===== src/core/lbcs_pkg.sv =====
// Functional notes
// - Writing one to bit 7 of the output enable control register resets every register to default and self-clears.
// - With the overvoltage action bit clear a backlight overvoltage only flags; set, it shuts the backlight down.
// - Bit 4 enables backlight sink 1 alone when set and resets to zero.
// - Bit 3 enables both sinks regardless of bit 4; clear, sink 2 is off and sink 1 follows bit 4.
// - Bit 2 selects torch (zero, default) or flash (one) mode for the flash LED output.
// - Bit 1 enables the flash output and bit 0 the backlight output; both reset disabled.
// - The fault flag register at 0x0B is read-only, resets to 0x00, and reports eight faults from bit 7 down.
// - Bit 7 of the bias configuration register enables wake-up mode, default off.
// - Bit 6 selects the positive bias ramp: 800 us when zero (default), 500 us when one.
// - Bit 5 enables automatic bias sequencing, reset disabled.
// - Bit 4 selects active discharge of the positive rail, default on.
// - Bit 3 selects active discharge of the negative rail, default on.
// - Bits 2 and 1 enable the positive and negative rails, reset disabled.
// - Bit 0 clear enables rails only by register bits; set, only by the enable pins.
// - The bias configuration register sits at 0x0C and resets to 0x18.
package lbcs_pkg;

  ////////////////////////////////////////////////////////////////////////////
  // Register offsets
  localparam logic [7:0] LBCS_ADDR_ENABLE = 8'h0a;
  localparam logic [7:0] LBCS_ADDR_FLAGS  = 8'h0b;
  localparam logic [7:0] LBCS_ADDR_BIAS   = 8'h0c;

  // Reset values
  localparam logic [7:0] LBCS_RST_ENABLE = 8'h00;
  localparam logic [7:0] LBCS_RST_FLAGS  = 8'h00;
  localparam logic [7:0] LBCS_RST_BIAS   = 8'h18;

  // Field positions, output enable control
  localparam int LBCS_EN_SWRST  = 7;
  localparam int LBCS_EN_OVPACT = 5;
  localparam int LBCS_EN_SINK1  = 4;
  localparam int LBCS_EN_BOTH   = 3;
  localparam int LBCS_EN_FMODE  = 2;
  localparam int LBCS_EN_FLASH  = 1;
  localparam int LBCS_EN_BL     = 0;

  // Field positions, display bias configuration
  localparam int LBCS_BI_WAKE   = 7;
  localparam int LBCS_BI_RAMP   = 6;
  localparam int LBCS_BI_AUTO   = 5;
  localparam int LBCS_BI_PDIS   = 4;
  localparam int LBCS_BI_NDIS   = 3;
  localparam int LBCS_BI_PEN    = 2;
  localparam int LBCS_BI_NEN    = 1;
  localparam int LBCS_BI_PINSEL = 0;

  // Ramp times and their cycle counts at 100 MHz
  localparam int LBCS_CLK_MHZ       = 100;
  localparam int LBCS_RAMP_SLOW_US  = 800;
  localparam int LBCS_RAMP_FAST_US  = 500;
  localparam int LBCS_RAMP_SLOW_CYC = LBCS_RAMP_SLOW_US * LBCS_CLK_MHZ;
  localparam int LBCS_RAMP_FAST_CYC = LBCS_RAMP_FAST_US * LBCS_CLK_MHZ;

  // Fault event inputs, bit 7 down to bit 0 of the flag register
  typedef struct packed {
    logic backlight_overvolt_flag;
    logic flash_overvolt_flag;
    logic flash_out_short_flag;
    logic input_voltage_monitor_flag;
    logic transmit_interrupt_flag;
    logic flash_led_short_flag;
    logic flash_timeout_flag;
    logic thermal_shutdown_flag;
  } lbcs_faults_t;

  // Power stage controls
  typedef struct packed {
    logic backlight_on;
    logic sink_one_on;
    logic sink_two_on;
    logic flash_on;
    logic flash_mode;
    logic wakeup_mode;
    logic auto_sequence;
    logic pos_bias_on;
    logic neg_bias_on;
    logic pos_bias_discharge;
    logic neg_bias_discharge;
    logic pos_bias_ramping;
  } lbcs_ctrl_t;

endpackage : lbcs_pkg


===== src/core/lbcs_regs.sv =====
`timescale 1ns/1ns
module lbcs_regs #(
  parameter int RAMP_SLOW_CYC = lbcs_pkg::LBCS_RAMP_SLOW_CYC,
  parameter int RAMP_FAST_CYC = lbcs_pkg::LBCS_RAMP_FAST_CYC
) (
  // Clock, reset, enable
  input  wire logic                   sys_clk,
  input  wire logic                   sys_rst,
  input  wire logic                   clk_en,
  // Register port from the serial front end
  input  wire logic                   reg_wr,
  input  wire logic                   reg_rd,
  input  wire logic [7:0]             reg_addr,
  input  wire logic [7:0]             reg_wdata,
  output logic      [7:0]             reg_rdata,
  output logic                        reg_rvalid,
  // Fault events and enable pins
  input  wire lbcs_pkg::lbcs_faults_t fault_events,
  input  wire logic                   pos_bias_enable_pin,
  input  wire logic                   neg_bias_enable_pin,
  // Power stage controls
  output lbcs_pkg::lbcs_ctrl_t        ctrl
);
  import lbcs_pkg::*;

  logic [7:0]   output_enable_control;
  logic [7:0]   display_bias_config;
  lbcs_faults_t fault_flag_status;
  logic [7:0]   next_output_enable_control;
  logic [7:0]   next_display_bias_config;
  lbcs_faults_t next_fault_flag_status;
  logic [7:0]   next_reg_rdata;
  logic         next_reg_rvalid;
  lbcs_ctrl_t   next_ctrl;
  logic         bl_tripped;
  logic         next_bl_tripped;
  logic [1:0]   pin_pos_sync;
  logic [1:0]   pin_neg_sync;
  logic [16:0]  ramp_cnt;
  logic [16:0]  next_ramp_cnt;
  logic         pos_on_q;
  logic         pos_now;
  logic         neg_now;

  ////////////////////////////////////////////////////////////////////////////
  // Pin synchronisers, the first stage feeds only the second
  always_ff @(posedge sys_clk) begin
    if (sys_rst) begin
      pin_pos_sync <= 2'h0;
      pin_neg_sync <= 2'h0;
    end else if (clk_en) begin
      pin_pos_sync <= {pin_pos_sync[0], pos_bias_enable_pin};
      pin_neg_sync <= {pin_neg_sync[0], neg_bias_enable_pin};
    end
  end

  ////////////////////////////////////////////////////////////////////////////
  // Register next values
  always_comb begin
    next_output_enable_control = output_enable_control;
    next_display_bias_config   = display_bias_config;
    // flags follow fault events, never bus data; they clear when the events drop or on a soft reset write
    next_fault_flag_status     = fault_events;
    next_bl_tripped            = bl_tripped;
    next_reg_rvalid            = reg_rd;
    next_reg_rdata             = 8'h00;
    if (reg_rd) begin
      unique case (reg_addr)
        LBCS_ADDR_ENABLE: next_reg_rdata = output_enable_control;
        LBCS_ADDR_FLAGS:  next_reg_rdata = fault_flag_status;
        LBCS_ADDR_BIAS:   next_reg_rdata = display_bias_config;
        default:          next_reg_rdata = 8'h00;
      endcase
    end
    if (reg_wr) begin
      if (reg_addr == LBCS_ADDR_ENABLE) begin
        next_output_enable_control = reg_wdata;
        // Re-enabling the backlight re-arms after a trip
        if (reg_wdata[LBCS_EN_BL])
          next_bl_tripped = 1'b0;
      end
      // bias configuration at its own address
      if (reg_addr == LBCS_ADDR_BIAS)
        next_display_bias_config = reg_wdata;
    end
    // overvoltage shuts down only in action mode
    if (fault_events.backlight_overvolt_flag && output_enable_control[LBCS_EN_OVPACT])
      next_bl_tripped = 1'b1;
    // soft reset restores defaults, bit self-clears
    if (reg_wr && reg_addr == LBCS_ADDR_ENABLE && reg_wdata[LBCS_EN_SWRST]) begin
      next_output_enable_control = LBCS_RST_ENABLE;
      next_display_bias_config   = LBCS_RST_BIAS;
      next_fault_flag_status     = LBCS_RST_FLAGS;
      next_bl_tripped            = 1'b0;
    end
  end

  ////////////////////////////////////////////////////////////////////////////
  // Control outputs from the registers
  always_comb begin
    // pins or register bits, never both
    pos_now = display_bias_config[LBCS_BI_PINSEL] ? pin_pos_sync[1] : display_bias_config[LBCS_BI_PEN];
    neg_now = display_bias_config[LBCS_BI_PINSEL] ? pin_neg_sync[1] : display_bias_config[LBCS_BI_NEN];
    // ramp length from the select bit
    next_ramp_cnt = ramp_cnt;
    if (pos_now && !pos_on_q)
      next_ramp_cnt = display_bias_config[LBCS_BI_RAMP] ? 17'(RAMP_FAST_CYC) : 17'(RAMP_SLOW_CYC);
    else if (!pos_now)
      next_ramp_cnt = 17'h0;
    else if (ramp_cnt != 17'h0)
      next_ramp_cnt = ramp_cnt - 17'h1;
    // output enables; a trip holds the backlight off
    next_ctrl.backlight_on       = output_enable_control[LBCS_EN_BL] && !bl_tripped;
    next_ctrl.flash_on           = output_enable_control[LBCS_EN_FLASH];
    // torch when clear, flash when set
    next_ctrl.flash_mode         = output_enable_control[LBCS_EN_FMODE];
    // both-sinks bit overrides the single-sink bit
    next_ctrl.sink_two_on        = output_enable_control[LBCS_EN_BOTH];
    next_ctrl.sink_one_on        = output_enable_control[LBCS_EN_BOTH] || output_enable_control[LBCS_EN_SINK1];
    next_ctrl.wakeup_mode        = display_bias_config[LBCS_BI_WAKE];
    next_ctrl.auto_sequence      = display_bias_config[LBCS_BI_AUTO];
    next_ctrl.pos_bias_on        = pos_now;
    next_ctrl.neg_bias_on        = neg_now;
    next_ctrl.pos_bias_discharge = display_bias_config[LBCS_BI_PDIS];
    next_ctrl.neg_bias_discharge = display_bias_config[LBCS_BI_NDIS];
    next_ctrl.pos_bias_ramping   = pos_now && (next_ramp_cnt != 17'h0);
  end

  ////////////////////////////////////////////////////////////////////////////
  // State registers
  always_ff @(posedge sys_clk) begin
    if (sys_rst) begin
      output_enable_control <= LBCS_RST_ENABLE;
      display_bias_config   <= LBCS_RST_BIAS;
      fault_flag_status     <= LBCS_RST_FLAGS;
      bl_tripped            <= 1'b0;
      reg_rdata             <= 8'h00;
      reg_rvalid            <= 1'b0;
      ctrl                  <= '0;
      ramp_cnt              <= 17'h0;
      pos_on_q              <= 1'b0;
    end else if (clk_en) begin
      // Soft reset bit is never stored, so it reads back zero
      output_enable_control <= next_output_enable_control & ~(8'h01 << LBCS_EN_SWRST);
      display_bias_config   <= next_display_bias_config;
      fault_flag_status     <= next_fault_flag_status;
      bl_tripped            <= next_bl_tripped;
      reg_rdata             <= next_reg_rdata;
      reg_rvalid            <= next_reg_rvalid;
      ctrl                  <= next_ctrl;
      ramp_cnt              <= next_ramp_cnt;
      pos_on_q              <= pos_now;
    end
  end

endmodule : lbcs_regs


===== config.mk =====
export PLATFORM = sky130hd
export DESIGN_NAME = lbcs_regs
export DESIGN_NICKNAME = d
export VERILOG_FILES = /design/src/core/lbcs_pkg.sv /design/src/core/lbcs_regs.sv
export SDC_FILE = /design/constraint.sdc
export NUM_CORES = 1
export LEC_CHECK = 0
export BUFFER_PORTS_ARGS = -buffer_cell sky130_fd_sc_hd__buf_2
export CELL_PAD_IN_SITES_DETAIL_PLACEMENT = 1
export CELL_PAD_IN_SITES_GLOBAL_PLACEMENT = 1
export CORE_MARGIN = 3
export CORE_UTILIZATION = 42
export CTS_CLUSTER_DIAMETER = 120
export CTS_CLUSTER_SIZE = 10
export DETAILED_ROUTE_END_ITERATION = 12
export GPL_TIMING_DRIVEN = 0
export PLACE_DENSITY = 0.8
export SYNTH_ARGS = -nofsm -noshare
export SYNTH_HDL_FRONTEND = slang
export SYNTH_SLANG_ARGS = --single-unit

===== constraint.sdc =====
create_clock -name sys_clk -period 2.6 [get_ports sys_clk]
set_clock_uncertainty 0.15 [all_clocks]
set_input_delay 0.13 -clock sys_clk [delete_from_list [all_inputs] [get_ports sys_clk]]
set_output_delay 0.13 -clock sys_clk [all_outputs]
set_load 0.02 [all_outputs]

==> results_dict.tcl <==
set metrics [dict create \
    tightest_slew_ns 0.732 \
    max_freq_mhz 402 \
    grt.overflow.total 0 \
    cap_violations 0 \
    stdcell_count 598 \
    regArea_sq_um 1320 \
    synthFlopType "dfxtp_1" \
    place.detailed.hpwl_mm 8.25 \
    die_h_um 95.5 \
    dp_cells 564 \
    drive_gt1_frac 0.182 \
    grt_pass1_vias 3707 \
    clk_pin_slew_ns 0.08 \
    numPortBuffers 50 \
    post_cts_buffers 0 \
    synth_edf_count 0 \
    hold_viol 0 \
    reg2reg_slack_ns 0.11 \
    grt_first_pass_wirelength_mm 19.5 \
    required_ns 2.67 \
    first_iter_violations 112 \
    reg2regPathDepth 7 \
    syn_inst 415 \
    ys_async_sr_fraction 0 \
    cts_num_sinks 66 \
    combPwrFrac 0.142 \
    multi_input_area_sq_um 1910 \
    antenna_found_initial 0 \
    dpl-instance-area_sq_um 3730 \
    wl_per_cell_um 20.7 \
    ys_ff_latch 66 \
    rsz0062_at_grt "false" \
    synth_nets 448 \
    grt_usage 0.286 \
    maxSlewHeadroom 0.512 \
    die_x_um 95.5 \
    clk_latency_ns 0.35 \
    diodes 0 \
    start_util 0.449 \
    synth_top_cell_by_area "dfxtp_1" \
    viasPerCell 5.93 \
    power.leakage_nw 1.69 \
    whs_path_depth 2 \
    cts_made_buffers 9 \
    grt_max_degree 13 \
    ys_types 52 \
    via_count 3549 \
    fin_crit_sh 0.957 \
    yosysWarningCount 0 \
    r2r_end "ctrl[0]" \
    post-route-cell-area_sq_um 4170 \
    cp_cell_sequence "nor3_2, nand4_1, buf_2, o211a_1, a211o_1, nor4_1, o41ai_1" \
    dieArea_sq_um 9110 \
    core_sq_um 7490 \
    critPathMaxStageDelay_ns 0.41 \
    area_growth_pct 23.9 \
    drc 0 \
    setup.worst_path.start_class "flop" \
    nets 527 \
    regToRegStartpoint "ramp_cnt[5]" \
    min_period_ns 2.49 \
    ir_worst_vdd_uv 360 \
    power.net_switching_mw 0.669 \
    htree_levels 3 \
    ant_nets 0 \
    fin_ws_ns 0.111 \
    cp.arrival_ns 2.56 \
    drt_first_pass_iters 4 \
    rows 31 \
    hp-class "input pin to flop" \
    end_kind "flop" \
    synth_top_area_share 0.393 \
    p_seq_frac 0.446 \
    synth.top_cells.by_area "dfxtp_1 39%, a21oi_1 6.3%, mux2i_1 6.3%" \
    status "complete, no violations" \
    pwr-share-clk 0.412 \
    p_total_mw 2.37 \
    p_int_mw 1.71 \
    drv_slew 0 \
    finalCoreUtilization 0.556 \
    cts-root-buf "clkbuf_8" \
    critPathSlowestCell "nor3_2" \
    synth_area_sq_um 3360 \
    power_density_nw_per_um2 570 \
    min-delay-start "sys_rst" \
    swShare 0.281 \
    tritoncts "done" \
    avgSynthCellArea_sq_um 8.10 \
    hold_path_end "ctrl[0]" \
    gp_congestion 0.878 \
    yosysSeqAreaShare 0.393 \
    dpl_worst_slack_ns -0.179 \
    crit_type "flop to flop" \
    setup_viol 0 \
    cts_buffer_depth 2 \
    cp_max_fo 10 \
    drt_wl_total_mm 12.4 \
    fill_cells 925 \
    io-pin-count 52 \
]
## cell usage after synthesis (4+ instances only)
library cell and count:
inv_1 4, nor2b_1 5, buf_1 6, o21a_1 6
nand4_1 8, clkbuf_1 16, or3_1 6, o21ai_0 23
xor2_1 4, nor3_1 10, dfxtp_1 66, a31oi_1 6
nand3_1 21, o31ai_1 5, mux2i_1 21, nand2_1 41
a22oi_1 11, nand2b_1 5, a21oi_1 42, nor2_1 51
## state kept, by name (all words and copies together) (netlist names)
name	cells
ramp_cnt	17
ctrl	11
display_bias_config	8
fault_flag_status	8
reg_rdata	8
output_enable_control	7
pin_neg_sync	2
pin_pos_sync	2
bl_tripped	1
pos_on_q	1
reg_rvalid	1
## kinds of logic after synthesis
| group | Yosys count | synth area share |
|---|---|---|
| xor gates and xnor gates | 4 | 0.0104 |
| AOI/OAI and AO/OA | 115 | 0.213 |
| adders and majority gates | 2 | 0.00744 |
| muxes | 21 | 0.0625 |
| and+or+nand+nor | 173 | 0.267 |
| buffers and inverters | 34 | 0.0458 |
| DFF | 66 | 0.393 |
## through the flow
step	TNS, ns	hold WS, ns
global route	0	0.0431
finish	0	0.0277
CTS	0	0.0169
global placement	-0.116	0.224
floorplan	0	0.104
detailed placement	-0.179	0.227
## critical path, delay by kind of cell, from the launching register on
kind	cells	cell delay, ns
buffers and inverters	1	0.23
AOI/OAI and AO/OA	3	0.59
DFF	1	0.38
and+or+nand+nor	3	1.00
## routing by layer
metal | vias up | part of all wire | GRT usage
met4 | 0 | 0.048 | 0.155
met3 | 41 | 0.038 | 0.0497
met5 | - | 0 | 0
met1 | 1740 | 0.40 | 0.323
li1 | 1664 | - | -
met2 | 104 | 0.52 | 0.508
## worst max path at each step
| stage | start | endpoint |
|---|---|---|
| 2_1_floorplan | ramp_cnt[0] | ctrl[0] |
| 3_3_place_gp | ramp_cnt[0] | ctrl[0] |
| 3_5_place_dp | ramp_cnt[0] | ctrl[0] |
| 4_1_cts | ramp_cnt[1] | ctrl[0] |
| 5_1_grt | ramp_cnt[0] | ctrl[0] |
| 6_report | ramp_cnt[5] | ctrl[0] |
## power groups by stage
stage	sequential [mW]	clock [mW]	combinational, mW
2_1_floorplan	1.08	0	0.192
3_3_place_gp	1.08	0	0.291
3_5_place_dp	1.08	0	0.301
4_1_cts	1.06	0.985	0.327
5_1_grt	1.06	1.04	0.369
6_report	1.06	0.979	0.337
## layout make-up
| class | instances | share of cell area |
|---|---|---|
| clock buffers | 10 | 0.0306 |
| well taps | 99 | 0.0297 |
| inverters | 5 | 0.00451 |
| repair buffers | 69 | 0.106 |
| multi-input cells | 315 | 0.458 |
| plain buffers | 28 | 0.0318 |
| clock inverters | 6 | 0.0219 |
| flip-flops and latches | 66 | 0.318 |
## placed cells by master (no fill, tap or decap), types with 11 or more instances in the layout
master,instances
a21oi_1,42
a22oi_1,11
buf_2,53
clkbuf_1,15
dfxtp_1,64
dlygate4sd3_1,19
mux2i_1,20
nand2_1,41
nand3_1,21
nor2_1,51
o21ai_0,23
## what timing repair did
| action | CTS | global route |
|---|---|---|
| setup endpoints to repair | 1 | 1 |
| cloned | 0 | 0 |
| hold buffers | 19 | 0 |
| resized for setup | 3 | 4 |
| hold endpoints to repair | 25 | 0 |
(Power assumes the default switching activity.)
